$ cat src/rmc_cfg.svh
// offsets, field positions, reset values and timing counts for mode control
// assumes inclusion by bare name from the pattern store and the mode decoder only
`ifndef RMC_CFG_SVH
`define RMC_CFG_SVH

// register offsets on the plain register port
`define RMC_PD_ADDR      8'h02
`define RMC_STAT_ADDR    8'h03

// power-down control register fields
`define RMC_PD_PULSE     0
`define RMC_PD_SERVO     1
`define RMC_PD_FILTER    2
`define RMC_PD_SEP       3
`define RMC_PD_SYNTH     4
`define RMC_PD_FIXED     3'h7
`define RMC_PD_RESET     5'h00

// read sequence timing, in 3T periods and clock cycles per 3T
`define RMC_T3_CYCLES    3
`define RMC_SETTLE_3T    3
`define RMC_LOCK_3T      19

// write side address mark and preamble, sent msb first
`define RMC_MARK_BITS    40'h0101001001
`define RMC_PRE_BITS     9'h124
`define RMC_PAT_LEN      89

`endif

$ cat src/rmc_pkg.sv
// types shared by the mode control block and its pattern store
// assumes nothing beyond a SystemVerilog compiler
`default_nettype none

package rmc_pkg;

  typedef enum logic [7:0] {
    ST_SLEEP  = 8'h01,
    ST_IDLE   = 8'h02,
    ST_SEARCH = 8'h04,
    ST_SETTLE = 8'h08,
    ST_LOCK   = 8'h10,
    ST_READ   = 8'h20,
    ST_WRITE  = 8'h40,
    ST_SERVO  = 8'h80
  } rmc_mode_type;

  typedef enum logic [3:0] {
    REF_FOUT   = 4'h1,
    REF_HALF   = 4'h2,
    REF_PULSES = 4'h4,
    REF_DIV30  = 4'h8
  } rmc_pll_ref_type;

  typedef struct packed {
    logic front_end;
    logic pulse_det;
    logic servo_demod;
    logic filter;
    logic separator;
    logic synth;
  } rmc_power_type;

  typedef struct packed {
    logic o;
    logic oe;
  } rmc_pin_type;

  typedef struct packed {
    logic write;
    logic read;
    logic servo;
    logic sleep_n;
    logic mark;
    logic pulse;
  } rmc_gates_type;

endpackage : rmc_pkg

`default_nettype wire
$ cat src/rmc_mark_gen.sv
// pattern store: two address marks then preamble, one bit per clock
// assumes start and abort come from logic on the same clock
`include "rmc_cfg.svh"
`default_nettype none

module rmc_mark_gen
  import rmc_pkg::*;
#(
  parameter int LEN = `RMC_PAT_LEN
) (
  // clock and reset
  input  wire logic i_clk,
  input  wire logic i_rst_n,
  // control
  input  wire logic i_start,
  input  wire logic i_abort,
  // serial pattern
  output logic      o_bit,
  output logic      o_valid,
  output logic      o_done
);

  localparam int IW = $clog2(LEN + 1);
  localparam logic [LEN-1:0] PAT =
    {`RMC_MARK_BITS, `RMC_MARK_BITS, `RMC_PRE_BITS};

  logic [IW-1:0] idx;

  if (LEN != 2 * 40 + 9) begin : g_len_chk
    $error("pattern length must match marks plus preamble");
  end

  //////////////////////////////////////////////////////////////////////////
  always_ff @(posedge i_clk) begin
    if (!i_rst_n || i_abort) begin
      idx     <= '0;
      o_bit   <= 1'b0;
      o_valid <= 1'b0;
      o_done  <= 1'b0;
    end else if (i_start) begin
      idx     <= IW'(1);
      o_bit   <= PAT[LEN-1];
      o_valid <= 1'b1;
      o_done  <= 1'b0;
    end else if (o_valid) begin
      if (idx == IW'(LEN)) begin
        o_valid <= 1'b0;
        o_done  <= 1'b1;
        o_bit   <= 1'b0;
      end else begin
        o_bit <= PAT[IW'(LEN - 1) - idx];
        idx   <= idx + IW'(1);
      end
    end
  end

endmodule : rmc_mark_gen

`default_nettype wire

$ cat src/rmc_mode_ctrl.sv
// read channel mode decoder and read/write sequencer
// assumes gate, sleep and detector levels arrive from outside the clock
//
// Strobed register access and the placing of the registers were chosen for this implementation.
`include "rmc_cfg.svh"
`default_nettype none

module rmc_mode_ctrl
  import rmc_pkg::*;
#(
  parameter int T3_CYCLES = `RMC_T3_CYCLES,
  parameter int CNT_W     = 8
) (
  // clock and reset
  input  wire logic      I_CLK,
  input  wire logic      I_RST_N,
  // register port
  input  wire logic [7:0] I_ADDR,
  input  wire logic [7:0] I_WDATA,
  input  wire logic      I_WR,
  input  wire logic      I_RD,
  output logic     [7:0] O_RDATA,
  // controller gates and sleep pin
  input  wire logic      I_WRITE_GATE,
  input  wire logic      I_READ_GATE,
  input  wire logic      I_SERVO_GATE,
  input  wire logic      I_GLOBAL_SLEEP_N,
  // detector and data inputs
  input  wire logic      I_MARK_DETECT,
  input  wire logic      I_PULSE_DET,
  input  wire logic      I_SEP_BITS,
  input  wire logic      I_WRITE_BITS,
  // block power and clock steering
  output rmc_power_type  O_POWER,
  output rmc_mode_type   O_MODE,
  output rmc_pll_ref_type O_PLL_REF,
  output logic           O_RECOV_FROM_VCO,
  output logic           O_MARK_SEARCH,
  // pins toward the controller
  output rmc_pin_type    O_READ_BITS,
  output rmc_pin_type    O_MARK_FOUND,
  output rmc_pin_type    O_PULSE_IO,
  output logic           O_ENCODED_WRITE,
  output logic           O_WRITE_BITS_EN,
  // front end control
  output logic           O_GAIN_HOLD_EN,
  output logic           O_INPUT_SHORT,
  output logic           O_FAST_ACQ
);

  localparam int SETTLE_N = `RMC_SETTLE_3T * T3_CYCLES;
  localparam int LOCK_N   = `RMC_LOCK_3T * T3_CYCLES;

  if (T3_CYCLES < 1 || LOCK_N >= 2 ** CNT_W) begin : g_par_chk
    $error("3T cycle count does not fit the sequence counter");
  end

  function automatic logic is_read(input rmc_mode_type s);
    is_read = (s == ST_SEARCH) || (s == ST_SETTLE) ||
              (s == ST_LOCK) || (s == ST_READ);
  endfunction : is_read

  rmc_gates_type    gates_meta;
  rmc_gates_type    g;
  rmc_mode_type     st;
  rmc_mode_type     next_st;
  logic [CNT_W-1:0] cnt;
  logic [CNT_W-1:0] next_cnt;
  logic [4:0]       pd;
  logic             wr_block;
  logic             was_write;
  logic             mark_hit;
  logic             next_mark_hit;
  logic             gen_bit;
  logic             gen_valid;
  logic             gen_done;
  logic             awake;
  logic             fe_on;

  //////////////////////////////////////////////////////////////////////////
  // two-stage synchroniser; only the second stage feeds decode
  always_ff @(posedge I_CLK) begin
    if (!I_RST_N) begin
      gates_meta <= '0;
      g          <= '0;
    end else begin
      gates_meta <= '{I_WRITE_GATE, I_READ_GATE, I_SERVO_GATE,
                      I_GLOBAL_SLEEP_N, I_MARK_DETECT, I_PULSE_DET};
      g          <= gates_meta;
    end
  end

  //////////////////////////////////////////////////////////////////////////
  // register port; unmapped reads return zero
  always_ff @(posedge I_CLK) begin
    if (!I_RST_N) begin
      pd <= `RMC_PD_RESET;
    end else if (I_WR && I_ADDR == `RMC_PD_ADDR) begin
      pd <= I_WDATA[4:0];
    end
  end

  always_ff @(posedge I_CLK) begin
    if (!I_RST_N) begin
      O_RDATA <= 8'h00;
    end else if (I_RD && I_ADDR == `RMC_PD_ADDR) begin
      O_RDATA <= {`RMC_PD_FIXED, pd};
    end else if (I_RD && I_ADDR == `RMC_STAT_ADDR) begin
      O_RDATA <= st;
    end else begin
      O_RDATA <= 8'h00;
    end
  end

  //////////////////////////////////////////////////////////////////////////
  // write needs the gate seen low after sleep, so a held gate cannot
  // slip straight into write on wake-up
  always_ff @(posedge I_CLK) begin
    if (!I_RST_N) begin
      wr_block <= 1'b1;
    end else if (st == ST_SLEEP) begin
      wr_block <= 1'b1;
    end else if (!g.write) begin
      wr_block <= 1'b0;
    end
  end

  // mode decode from synchronised levels
  always_comb begin
    next_st  = st;
    next_cnt = '0;
    if (!g.sleep_n) begin
      next_st = ST_SLEEP;
    end else if (g.write && !g.read && g.servo) begin
      next_st = wr_block ? ST_IDLE : ST_WRITE;
    end else if (!g.write && !g.servo) begin
      next_st = ST_SERVO;
    end else if (!g.write && g.read && g.servo) begin
      case (st)
        ST_SEARCH: begin
          if (g.mark) begin
            next_st = ST_SETTLE;
          end
        end
        ST_SETTLE: begin
          if (cnt == CNT_W'(SETTLE_N - 1)) begin
            next_st = ST_LOCK;
          end else begin
            next_cnt = cnt + CNT_W'(1);
          end
        end
        ST_LOCK: begin
          if (cnt == CNT_W'(LOCK_N - 1)) begin
            next_st = ST_READ;
          end else begin
            next_cnt = cnt + CNT_W'(1);
          end
        end
        ST_READ: begin
          next_st = ST_READ;
        end
        default: begin
          next_st = ST_SEARCH;
        end
      endcase
    end else begin
      next_st = ST_IDLE;
    end
  end

  always_ff @(posedge I_CLK) begin
    if (!I_RST_N) begin
      st  <= ST_SLEEP;
      cnt <= '0;
    end else begin
      st  <= next_st;
      cnt <= next_cnt;
    end
  end

  //////////////////////////////////////////////////////////////////////////
  // mark latch, cleared whenever a new search opens
  always_comb begin
    next_mark_hit = mark_hit;
    if (next_st == ST_SEARCH || !is_read(next_st)) begin
      next_mark_hit = 1'b0;
    end else if (st == ST_SEARCH && g.mark) begin
      next_mark_hit = 1'b1;
    end
  end

  always_ff @(posedge I_CLK) begin
    if (!I_RST_N) begin
      mark_hit  <= 1'b0;
      was_write <= 1'b0;
    end else begin
      mark_hit  <= next_mark_hit;
      was_write <= (st == ST_WRITE);
    end
  end

  //////////////////////////////////////////////////////////////////////////
  // write preamble source; aborted as soon as write mode ends
  rmc_mark_gen #(
    .LEN (`RMC_PAT_LEN)
  ) u_mark_gen (
    .i_clk   (I_CLK),
    .i_rst_n (I_RST_N),
    .i_start (st == ST_WRITE && !was_write),
    .i_abort (st != ST_WRITE),
    .o_bit   (gen_bit),
    .o_valid (gen_valid),
    .o_done  (gen_done)
  );

  //////////////////////////////////////////////////////////////////////////
  // outputs registered from the next state so they line up with st
  assign awake = (next_st != ST_SLEEP);
  assign fe_on = awake && (next_st != ST_WRITE);

  always_ff @(posedge I_CLK) begin
    if (!I_RST_N) begin
      O_POWER <= '0;
    end else begin
      O_POWER.front_end   <= fe_on;
      O_POWER.pulse_det   <= fe_on && !pd[`RMC_PD_PULSE];
      O_POWER.filter      <= fe_on && !pd[`RMC_PD_FILTER];
      O_POWER.servo_demod <= awake && !pd[`RMC_PD_SERVO];
      O_POWER.separator   <= awake && !pd[`RMC_PD_SEP];
      O_POWER.synth       <= awake && !pd[`RMC_PD_SYNTH];
    end
  end

  always_ff @(posedge I_CLK) begin
    if (!I_RST_N) begin
      O_MODE           <= ST_SLEEP;
      O_PLL_REF        <= REF_FOUT;
      O_RECOV_FROM_VCO <= 1'b0;
      O_MARK_SEARCH    <= 1'b0;
    end else begin
      O_MODE           <= next_st;
      O_MARK_SEARCH    <= (next_st == ST_SEARCH);
      O_RECOV_FROM_VCO <= (next_st == ST_READ);
      if (next_st == ST_SEARCH || next_st == ST_SETTLE) begin
        O_PLL_REF <= REF_HALF;
      end else if (next_st == ST_LOCK || next_st == ST_READ) begin
        O_PLL_REF <= REF_PULSES;
      end else if (next_st == ST_WRITE) begin
        O_PLL_REF <= REF_DIV30;
      end else begin
        O_PLL_REF <= REF_FOUT;
      end
    end
  end

  // pin drive per mode; floated pins carry zero
  always_ff @(posedge I_CLK) begin
    if (!I_RST_N) begin
      O_READ_BITS  <= '0;
      O_MARK_FOUND <= '0;
      O_PULSE_IO   <= '0;
    end else begin
      O_READ_BITS.oe <= (next_st == ST_READ);
      O_READ_BITS.o  <= (next_st == ST_READ) && I_SEP_BITS;
      if (is_read(next_st)) begin
        O_MARK_FOUND <= '{next_mark_hit, 1'b1};
      end else if (next_st == ST_IDLE || next_st == ST_SERVO) begin
        O_MARK_FOUND <= '{1'b1, 1'b1};
      end else begin
        O_MARK_FOUND <= '0;
      end
      // read mode keeps the pulse pin quiet
      O_PULSE_IO.oe <= (next_st == ST_IDLE) || (next_st == ST_SERVO);
      O_PULSE_IO.o  <= ((next_st == ST_IDLE) || (next_st == ST_SERVO))
                       && g.pulse;
    end
  end

  always_ff @(posedge I_CLK) begin
    if (!I_RST_N) begin
      O_GAIN_HOLD_EN <= 1'b0;
      O_INPUT_SHORT  <= 1'b0;
      O_FAST_ACQ     <= 1'b0;
    end else begin
      // servo ignores the hold input
      O_GAIN_HOLD_EN <= is_read(next_st) || next_st == ST_IDLE;
      O_INPUT_SHORT  <= (next_st == ST_WRITE);
      O_FAST_ACQ     <= (st == ST_WRITE) && (next_st != ST_WRITE);
    end
  end

  // write bits accepted only after the pattern; the controller is
  // expected to hold them at zero until then
  always_ff @(posedge I_CLK) begin
    if (!I_RST_N) begin
      O_WRITE_BITS_EN <= 1'b0;
      O_ENCODED_WRITE <= 1'b0;
    end else begin
      O_WRITE_BITS_EN <= (st == ST_WRITE) && gen_done;
      if (gen_valid) begin
        O_ENCODED_WRITE <= gen_bit;
      end else begin
        O_ENCODED_WRITE <= O_WRITE_BITS_EN && I_WRITE_BITS;
      end
    end
  end

  //////////////////////////////////////////////////////////////////////////
  // assertion helpers: cycles spent in settle and lock
  logic [CNT_W-1:0] settle_age;
  logic [CNT_W-1:0] lock_age;

  always_ff @(posedge I_CLK) begin
    if (!I_RST_N) begin
      settle_age <= '0;
      lock_age   <= '0;
    end else begin
      settle_age <= (st == ST_SETTLE) ? settle_age + CNT_W'(1) : '0;
      lock_age   <= (st == ST_LOCK) ? lock_age + CNT_W'(1) : '0;
    end
  end
endmodule : rmc_mode_ctrl

`default_nettype wire

$ cat config.mk
export PLATFORM = sky130hd
export DESIGN_NAME = rmc_mode_ctrl
export DESIGN_NICKNAME = d
export VERILOG_FILES = /design/src/rmc_pkg.sv /design/src/rmc_mark_gen.sv /design/src/rmc_mode_ctrl.sv
export VERILOG_INCLUDE_DIRS = /design/src
export SDC_FILE = /design/constraint.sdc
export NUM_CORES = 1
export LEC_CHECK = 0
export BUFFER_PORTS_ARGS = -buffer_cell sky130_fd_sc_hd__buf_2
export CORE_MARGIN = 4
export CORE_UTILIZATION = 58
export CTS_CLUSTER_SIZE = 24
export DETAILED_ROUTE_END_ITERATION = 8
export HOLD_SLACK_MARGIN = 0.06
export PLACE_DENSITY = 0.84
export SLEW_MARGIN = 40
export SYNTH_ARGS = -nofsm -noshare
export SYNTH_HDL_FRONTEND = slang
export SYNTH_HIERARCHICAL = 1
export SYNTH_SLANG_ARGS = --single-unit
$ cat constraint.sdc
create_clock -name I_CLK -period 3.34 [get_ports I_CLK]
set_input_delay 0.501 -clock I_CLK [delete_from_list [all_inputs] [get_ports I_CLK]]
set_output_delay 0.501 -clock I_CLK [all_outputs]
set_load 0.01 [all_outputs]
==> results of run 1 <==
power breakdown:
| group | leakage (nW) | switching, mW | internal (mW) |
|---|---|---|---|
| clock | 0.102 | 0.314 | 0.384 |
| sequential | 0.616 | 0.00642 | 0.917 |
| combinational | 0.822 | 0.0227 | 0.0224 |
how the worst max path moves through the flow:
| stage | to | slack, ns | depth (start not counted) |
|---|---|---|---|
| 2_1_floorplan | u_mark_gen/o_bit$_SDFFE_PP0P_ | 1.23 | 9 |
| 3_3_place_gp | u_mark_gen/o_bit$_SDFFE_PP0P_ | 1.11 | 7 |
| 3_5_place_dp | u_mark_gen/o_bit$_SDFFE_PP0P_ | 1.01 | 7 |
| 4_1_cts | u_mark_gen/o_bit$_SDFFE_PP0P_ | 0.94 | 7 |
| 5_1_grt | u_mark_gen/o_bit$_SDFFE_PP0P_ | 0.75 | 7 |
| 6_report | u_mark_gen/o_bit$_SDFFE_PP0P_ | 0.95 | 7 |
final cells by class:
class / count / share of cell area (%)
multi-input combinational: 222 / 40.5
clock inverter: 4 / 1.30
clock buffer: 12 / 4.24
sequential: 76 / 41.5
timing repair buffer: 64 / 8.81
tap: 70 / 2.39
inverter: 12 / 1.23
per-layer routing:
layer / share of wire, % / global-route usage [%] / vias to the layer above
met1: 44 / 26.4 / 1130
met2: 49 / 35.3 / 56
li1: - / - / 1262
met3: 5.2 / 6.47 / 13
met5: 0 / 0 / -
met4: 2.1 / 9.46 / 0
cell families (layout without fill, tap and decap cells):
| kind of cell | count (synthesis) | in the layout | synth area share (%) |
|---|---|---|---|
| buf+inv | 27 | 92 | 4.11 |
| simple gates | 141 | 141 | 26.2 |
| mux | 11 | 11 | 3.51 |
| flops | 76 | 76 | 48.6 |
| fa+ha+maj | 7 | 7 | 2.80 |
| compound gates | 48 | 48 | 10.6 |
| xor+xnor | 15 | 15 | 4.19 |
registers in the layout (all words and copies together), names as in the netlist, 2 cells and up:
name	cells
O_MODE	8
O_RDATA	8
cnt	8
u_mark_gen/idx	7
O_POWER	6
g	6
gates_meta	6
pd	5
O_PLL_REF	4
O_MARK_FOUND	2
O_PULSE_IO	2
O_READ_BITS	2
Yosys cell counts (2+ instances only):
cell | instances | area, um2
sky130_fd_sc_hd__a211oi_1 | 4 | 30.0
sky130_fd_sc_hd__a21o_1 | 2 | 15.0
sky130_fd_sc_hd__a21oi_1 | 20 | 100
sky130_fd_sc_hd__a31o_2 | 2 | 17.5
sky130_fd_sc_hd__a31oi_1 | 2 | 12.5
sky130_fd_sc_hd__and2_1 | 15 | 93.8
sky130_fd_sc_hd__and3_1 | 2 | 12.5
sky130_fd_sc_hd__and4_1 | 2 | 17.5
sky130_fd_sc_hd__and4b_1 | 2 | 20.0
sky130_fd_sc_hd__buf_2 | 4 | 20.0
sky130_fd_sc_hd__buf_4 | 2 | 15.0
sky130_fd_sc_hd__buf_6 | 2 | 22.5
sky130_fd_sc_hd__clkbuf_1 | 6 | 22.5
sky130_fd_sc_hd__dfxtp_1 | 76 | 1520
sky130_fd_sc_hd__ha_1 | 7 | 87.6
sky130_fd_sc_hd__inv_1 | 11 | 41.3
sky130_fd_sc_hd__mux2i_1 | 11 | 110
sky130_fd_sc_hd__nand2_1 | 15 | 56.3
sky130_fd_sc_hd__nand2b_1 | 8 | 50.1
sky130_fd_sc_hd__nand3_1 | 8 | 40.0
sky130_fd_sc_hd__nand4_1 | 7 | 43.8
sky130_fd_sc_hd__nand4b_1 | 3 | 26.3
sky130_fd_sc_hd__nor2_1 | 32 | 120
sky130_fd_sc_hd__nor2b_1 | 7 | 43.8
sky130_fd_sc_hd__nor3_1 | 17 | 85.1
sky130_fd_sc_hd__nor3b_2 | 2 | 25.0
sky130_fd_sc_hd__nor4_1 | 2 | 12.5
sky130_fd_sc_hd__nor4b_1 | 3 | 26.3
sky130_fd_sc_hd__o21a_1 | 2 | 15.0
sky130_fd_sc_hd__o21ai_0 | 7 | 35.0
sky130_fd_sc_hd__o22ai_1 | 2 | 12.5
sky130_fd_sc_hd__or3_1 | 2 | 12.5
sky130_fd_sc_hd__or4_4 | 2 | 22.5
sky130_fd_sc_hd__xnor2_1 | 8 | 70.1
sky130_fd_sc_hd__xor2_1 | 7 | 61.3
through the flow:
step | util (%) | std cells | hold WS [ns]
detailed placement | 66.9 | 444 | 0.419
global route | 70.8 | 460 | 0.361
CTS | 70.8 | 460 | 0.355
finish | 70.8 | 460 | 0.367
floorplan | - | 325 | 0.406
global placement | 66.9 | 444 | 0.414
critical path: stages (launching register included):
cell                       delay, ns
sky130_fd_sc_hd__dfxtp_1        0.39
sky130_fd_sc_hd__nor4_1         0.42
sky130_fd_sc_hd__nand4b_1       0.28
sky130_fd_sc_hd__nand2b_1       0.24
sky130_fd_sc_hd__nand2b_1       0.34
sky130_fd_sc_hd__a211oi_1       0.31
sky130_fd_sc_hd__a31oi_1        0.08
sky130_fd_sc_hd__o32ai_2        0.25
==> results.md, run 1 <==
Timing:
- For the pin with the worst max-slew slack, the measured transition is 0.664 ns.
- The final critical-path required period is 2.39 ns.
- Setup repair after global routing left no endpoint under its margin.
- The setup TNS is 0 ns.
- For the final database, setup skew stands at 0.00808 ns.
- The worst path meets setup with 0.954 ns of slack.
- The worst pin sits at a relative slew slack of 55.4%.
- The number of hold violations in the final report is 0.
- Setup violations remaining at the end of the flow were counted as 0.
- The post-route fraction of the period consumed by the critical path is 71.4%.
- The highest achievable clock rate is 419 MHz.
- The number of max-slew violations in the final report is 0.

Floorplan:
- The count of standard-cell rows is 26.
- The die area is 0.00664 mm2.
- The total I/O pin count is 67.
- The area of the core is 0.00517 mm2.
- The die width is 81.5 um.
- The die is 81.5 um tall.
- The effective utilization at floorplan is 60.6%.

Finish:
- The leading cell type in the layout, fill and taps excluded is sky130_fd_sc_hd__dfxtp_1.
- After routing the design area is 0.00366 mm2.
- The layout net count is 420.
- The sequential cell area is 0.00152 mm2.
- The area used by multi-input combinational logic is 0.00148 mm2.
- Compared with the post-synthesis result, the final layout area differs by 16.9%.
- The number of antenna cells inserted is 0.
- The layout cell share with drive strength beyond 1 is 24.1%.
- The library cells used most frequently in the layout, excluding fill and tap cells, are 76 x sky130_fd_sc_hd__dfxtp_1, 63 x sky130_fd_sc_hd__buf_2, 32 x sky130_fd_sc_hd__nor2_1.
- Fill cells in the final layout number 421.

GRT:
- The first-pass GRT wire length is 10.9 mm.
- The maximum number of pins on one net before global-route repair is 24.
- The total congestion overflow is 0.
- For this run, the total global-route usage over all layers was measured as 21.6%.
- The via count of the first global-routing pass came to 2304.
- The initial antenna violation count is 0.

Logic synthesis:
- The number of enable-type register cells in the synthesized netlist is 0.
- Among all flip-flop cells after synthesis, the most frequent one is sky130_fd_sc_hd__dfxtp_1.
- The cell count after synthesis came out at 325.
- The number of library cell types mapped by synthesis is 56.
- The number of warnings issued by yosys is 6.
- The number of nets in the synthesized netlist is 360.
- Summing the sequential cell areas from Yosys gives 48.6% of the chip area.
- After synthesis, the share of flip-flops with an asynchronous set or reset is 0%.
- Each instance of the synthesized netlist takes up on average 9.64 um2.
- In this run, synthesis produced a sequential element count of 76.
- After synthesis the cells add up to 0.00313 mm2.

Clock tree:
- Hold repair after CTS inserted 0 buffers.
- The TritonCTS sink count is 76.
- The maximum root-to-sink buffer count is 2.
- After clock tree synthesis, the clock-pin slew on the worst setup and hold paths is 0.08 ns.
- Once the clock tree was built, the setup fixing pass inserted 0 buffers.
- The later-pin clock latency in the skew report is 0.34 ns.
- The number of cells upsized or downsized after cts is 0.
- Buffers inserted during clock tree synthesis total 9.
- The clock root buffer master is sky130_fd_sc_hd__clkbuf_8.
- The TritonCTS clock tree is built.
- In this run the number of H-tree levels came out at 3.

Hold path:
- The worst hold path startpoint is I_READ_GATE.
- The classification of the worst-slack hold path is primary input to flop.
- The path with the worst hold slack has its endpoint at gates_meta[4]$_SDFF_PN0_.
- The worst hold path passes through 2 cells.

Route:
- The routed wire length is 6.55 mm.
- The number of DRC violations after detailed-routing iteration 0 is 107.
- The routed layout has 2461 vias.
- In the routed design, unresolved DRC markers number 0.
- The pre-antenna-repair detailed-routing pass consisted of 4 iterations.
- The detail-routed net length per standard cell is 14.2 um.
- The number of antenna-violating nets in the routed design is 0.
- The via density per instance is 5.35.

Critical path:
- The worst-case reg-to-reg path depth is 7.
- The end of the worst register-to-register path is u_mark_gen/o_bit$_SDFFE_PP0P_.
- The source of the worst register-to-register timing path is O_MODE[5]$_SDFF_PN0_.
- The launch point of the worst path is O_MODE[5]$_SDFF_PN0_.
- STA classifies the critical path startpoint as a flop.
- The setup path with the least slack is of type flop to flop.
- STA puts the critical path data required time at 3.60 ns.
- The highest fanout seen on the critical path is 10.
- The setup check on the worst reg-to-reg path leaves a slack of 0.95 ns.
- The worst setup path is captured at a flop.
- The arrival time of the worst setup path is 2.65 ns.

Power and ir drop:
- Summed over all cells, the static leakage comes to 1.54 nW.
- Summing internal, switching and leakage power gives 1.67 mW.
- The peak supply drop is 0.379 mV.
- The power density over cell area is 455 mW/mm2.

Run status:
- The flow ran to the end, and the final reports show no timing, DRC or antenna violations.

Placement:
- The final RePlAce weighted congestion is 0.868.
- Timing analysis after detailed placement gives a worst setup slack of 1.01 ns.
- After detailed placement, the total cell area comes to 0.00346 mm2.
- The detailed placer's ending HPWL is 4.72 mm.
- During placement, the flow inserted port buffers numbering 63.

Run:
- The number of max-cap violations is 0.
Note: power is estimated with default switching activity, not from simulation.
==> run 2, diff against run 1 <==
--- a/config.mk
+++ b/config.mk
@@ -6,13 +6,14 @@
 export SDC_FILE = /design/constraint.sdc
 export NUM_CORES = 1
 export LEC_CHECK = 0
+export ABC_AREA = 1
 export BUFFER_PORTS_ARGS = -buffer_cell sky130_fd_sc_hd__buf_2
 export CORE_MARGIN = 4
-export CORE_UTILIZATION = 58
+export CORE_UTILIZATION = 49
 export CTS_CLUSTER_SIZE = 24
 export DETAILED_ROUTE_END_ITERATION = 8
 export HOLD_SLACK_MARGIN = 0.06
-export PLACE_DENSITY = 0.84
+export PLACE_DENSITY = 0.76
 export SLEW_MARGIN = 40
 export SYNTH_ARGS = -nofsm -noshare
 export SYNTH_HDL_FRONTEND = slang
==> constraint.sdc (replaced) <==
create_clock -name I_CLK -period 2 [get_ports I_CLK]
set_input_delay 0.3 -clock I_CLK [delete_from_list [all_inputs] [get_ports I_CLK]]
set_output_delay 0.3 -clock I_CLK [all_outputs]
set_load 0.01 [all_outputs]
==> run 2 against run 1 <==
Against the previous run: global-route usage is 4.3 points lower; flip-flop and latch count stayed put; largest cell class unchanged; power up 81%; worst hold slack worse by 0.24 ns.
==> results.md, run 2 <==
Finish:
- The summed area of non-filler cells in the final layout is 0.00383 mm2 (+4.6%).
- The library cell used most frequently in the layout, excluding fill and tap cells, is sky130_fd_sc_hd__dfxtp_1.
- The growth of design area from synthesis to finish is 20.1%.
- In the layout the commonest cells are 76 x sky130_fd_sc_hd__dfxtp_1, 74 x sky130_fd_sc_hd__nand2_1, 68 x sky130_fd_sc_hd__nor2_1.
- The number of fill cells in the layout is 574 (+36%).
- The layout cell share with drive strength beyond 1 came to 22.9% (-1.2 points).
- The layout net count came to 520 (+24%).
- The area used by multi-input combinational logic is 0.00137 mm2 (-7.4%).
- The number of antenna cells inserted came to 0 (unchanged).
- The sequential cell area is 0.00152 mm2 (unchanged).
- The largest registers in the layout are O_MODE (8), O_RDATA (8), cnt (8).

Floorplan:
- The die area is 0.00786 mm2 (+18%).
- The effective utilization at floorplan was 50.2% (-10 points).
- The die outline height is 88.7 um (+8.8%).
- The total I/O pin count is 67 (unchanged).
- The area of the core is 0.00635 mm2 (+23%).
- The count of standard-cell rows is 29 (+12%).
- The die width is 88.7 um (+8.8%).

Critical path:
- The arrival time of the worst setup path is 2.00 ns (-0.65 ns).
- The category of the most critical setup path is flop to flop.
- The highest cell delay on the worst timing path is 0.34 ns (-0.08 ns).
- STA classifies the critical path endpoint as a flop.
- STA classifies the critical path startpoint as a flop.
- The dominant delay contributor by cell family on the critical path is simple AND/OR/NAND/NOR gates.
- The required time reported for the critical path endpoint is 2.27 ns (-1.33 ns).
- The total number of cells along the worst setup path is 10 (+3).
- The slowest stage of the critical path is the sky130_fd_sc_hd__dfxtp_1 cell.
- The highest fanout seen on the critical path came to 7 (-3).
- The worst-case reg-to-reg path depth is 10 (+3).
- Traced cell by cell, the critical path runs through nor2_2 -> nand2_1 -> nor4b_2 -> inv_2 -> inv_1 -> nand2_1 -> nor2_1 -> buf_4 -> inv_1 -> nor3b_1.
- The worst path buffer plus inverter count came to 4 (+4).

GRT:
- The met1 capacity usage during global routing is 20.6% (-5.8 points).
- The most heavily used metal layer in global routing is met2.
- The via count of the first global-routing pass is 2471 (+7.2%).
- The initial antenna violation count is 0 (unchanged).
- The met2 layer usage reported by global route is 28.6% (-6.7 points).
- The routing usage on met3 is 5.49% (-0.98 points).
- The first-pass GRT wire length is 10.5 mm (-3.5%).
- The maximum number of pins on one net before global-route repair came to 25 (+4.2%).
- The aggregate global-route resource usage was 17.3% (-4.3 points).
- The total congestion overflow is 0 (unchanged).

Timing:
- The number of max-slew violations in the final report is 0 (unchanged).
- The setup TNS was 0 ns (unchanged).
- The post-route fraction of the period consumed by the critical path is 86.3% (+15 points).
- The actual slew at the worst max-slew pin is 0.756 ns (+0.0924 ns).
- Setup repair after global routing left no endpoint under its margin.
- The final critical-path required period was 1.73 ns (-0.661 ns).
- The normalized max-slew margin is 49.5% (-5.8 points).
- The highest achievable clock rate came to 580 MHz (+38%).
- The clock skew after layout is 0.00588 ns (-0.00220 ns).
- The number of failing setup endpoints in the final timing report is 0 (unchanged).
- The number of hold violations in the final report is 0 (unchanged).

Placement:
- The number of buffers inserted by port buffering is 63 (unchanged).
- The placed instance area is 0.00359 mm2 (+3.8%).
- The detailed placer's ending HPWL is 4.88 mm (+3.4%).
- The final RePlAce weighted congestion was 0.857 (-1.2%).

Power and ir drop:
- The cell-internal power is 2.40 mW (+81%).
- The power density over cell area was 786 mW/mm2 (+73%).
- The register share of total power is 51.1% (-4.3 points).
- The proportion of power drawn by the clock network is 45.9% (+4.0 points).
- The fraction of power spent switching nets is 20.4% (-0.18 points).
- The leakage component of the power came to 1.93 nW (+25%).
- The peak supply drop is 0.615 mV (+62%).
- The power share of the combinational group is 3.0% (+0.3 points).
- The switching power total was 0.615 mW (+79%).

Route:
- The via density per instance is 4.74 (-11%).
- The number of antenna-violating nets in the routed design is 0 (unchanged).
- The detailed-route DRC error count is 0 (unchanged).
- The detail-routed net length per standard cell was 11.3 um (-21%).
- The number of DRC violations after detailed-routing iteration 0 is 104 (-2.8%).
- The routed wire length is 6.40 mm (-2.2%).
- The number of iterations in the first detailed-routing pass is 4 (unchanged).
- The total number of vias is 2687 (+9.2%).

Clock tree:
- The number of buffers inserted by hold repair at cts is 0 (unchanged).
- The number of clock buffers inserted by TritonCTS is 9 (unchanged).
- The maximum level of the CTS H-tree is 3 (unchanged).
- The maximum root-to-sink buffer count is 2 (unchanged).
- The TritonCTS clock tree is built.
- The number of setup buffers added after CTS is 0 (unchanged).
- The clock root buffer master is sky130_fd_sc_hd__clkbuf_8.
- The TritonCTS sink count is 76 (unchanged).
- The number of cells upsized or downsized after cts is 0 (unchanged).
- The later-pin clock latency in the skew report was 0.35 ns (about the same).
- The clock transition at the registers of the reported paths is 0.08 ns (about the same).

Logic synthesis:
- The number of warnings issued by yosys is 6 (unchanged).
- The most used flip-flop cell after synthesis is sky130_fd_sc_hd__dfxtp_1.
- The area of the mapped netlist is 0.00319 mm2 (+1.8%).
- In the post-synthesis netlist, the cell with the most instances is sky130_fd_sc_hd__dfxtp_1.
- The sequential fraction of the synthesis area is 47.7% (-0.86 points).
- The share of the synthesized area in the top cell type came to 47.7% (-0.86 points).
- The flop and latch count out of synthesis was 76 (unchanged).
- The number of enable-type register cells in the synthesized netlist is 0 (unchanged).
- The commonest cells after synthesis are 76 x sky130_fd_sc_hd__dfxtp_1, 74 x sky130_fd_sc_hd__nand2_1, 68 x sky130_fd_sc_hd__nor2_1.
- The synthesized design spends more area on one cell type than any other, namely sky130_fd_sc_hd__dfxtp_1.
- The mean area per synthesized cell is 7.69 um2 (-20%).
- The number of library cell types mapped by synthesis is 38 (-32%).
- The net count of the mapped netlist is 450 (+25%).
- The share of flip-flops with an asynchronous set or reset is 0% (unchanged).
- The number of instances in the synthesized netlist is 415 (+28%).
- Yosys attributes the largest share of cell area to sky130_fd_sc_hd__dfxtp_1 48%, sky130_fd_sc_hd__nand2_1 8.7%, sky130_fd_sc_hd__nor2_1 8.0%.

Hold path:
- In this run the worst hold path is classified as primary input to flop.
- The instance count along the most critical hold path was 3 (+1).

Run:
- The number of max-cap violations came to 0 (unchanged).

Run status:
- The run finished with clean final reports.
[run 2: changes by cell type after synthesis, sizes merged, moves of 11 or more]
cell and delta:
mux2i -11, nor2 +41, nand3 +22, inv +57, and2 -15, nand2 +65
[run 2: metrics by stage]
step | utilization (%) | hold slack, ns | setup WS (ns) | cells | total power [mW]
after floorplan | - | 0.390 | 0.361 | 415 | 1.62
after global placement | 56.5 | 0.393 | 0.353 | 551 | 1.66
after detailed placement | 56.5 | 0.399 | 0.312 | 551 | 1.67
after CTS | 60.3 | 0.110 | 0.295 | 567 | 3.05
after global routing | 60.3 | 0.118 | 0.0146 | 567 | 3.12
final | 60.3 | 0.129 | 0.275 | 567 | 3.01
[run 2: power by group through the flow]
stage	combinational (mW)	clock [mW]	sequential, mW
2_1_floorplan	0.0448	0	1.58
3_3_place_gp	0.0891	0	1.57
3_5_place_dp	0.0917	0	1.57
4_1_cts	0.0922	1.42	1.54
5_1_grt	0.104	1.47	1.54
6_report	0.0915	1.38	1.54
[run 2: worst paths after layout]
path / start / to / slack, ns
setup / recovery: O_MODE[0]$_SDFF_PN1_ / u_mark_gen/idx[4]$_SDFFE_PP0P_ / 0.27
hold / removal: I_MARK_DETECT / gates_meta[1]$_SDFF_PN0_ / 0.13
setup reg to reg: O_MODE[0]$_SDFF_PN1_ / u_mark_gen/idx[4]$_SDFFE_PP0P_ / 0.27
hold reg to reg: g[0]$_SDFF_PN0_ / O_PULSE_IO[1]$_SDFF_PN0_ / 0.41
[run 2: routing by layer]
layer / vias to the layer above / share of wire, %
li1: 1438 / -
met1: 1183 / 44
met2: 56 / 47
met3: 10 / 6.7
met4: 0 / 2.0
met5: - / 0
[run 2: worst reg2reg max path: stages, from the launching register on]
cell	delay (ns)
sky130_fd_sc_hd__dfxtp_1	0.34
sky130_fd_sc_hd__nor2_2	0.21
sky130_fd_sc_hd__nand2_1	0.14
sky130_fd_sc_hd__nor4b_2	0.25
sky130_fd_sc_hd__inv_2	0.08
sky130_fd_sc_hd__inv_1	0.06
sky130_fd_sc_hd__nand2_1	0.07
sky130_fd_sc_hd__nor2_1	0.10
sky130_fd_sc_hd__buf_4	0.16
sky130_fd_sc_hd__inv_1	0.07
sky130_fd_sc_hd__nor3b_1	0.17
[run 2: cells by family after synthesis]
family / Yosys count / synth area share, %
xor+xnor: 5 / 1.61
compound gates: 45 / 8.28
flops: 76 / 47.7
simple gates: 206 / 30.4
fa+ha+maj: 7 / 2.75
buf+inv: 76 / 9.26
[run 2: final cells by class]
cell class / count / share of cell area (%)
Clock buffer: 10 / 3.33
Timing Repair Buffer: 65 / 8.62
Multi-Input combinational cell: 263 / 35.8
Tap cell: 77 / 2.52
Inverter: 70 / 7.02
Clock inverter: 6 / 2.94
Sequential cell: 76 / 39.7
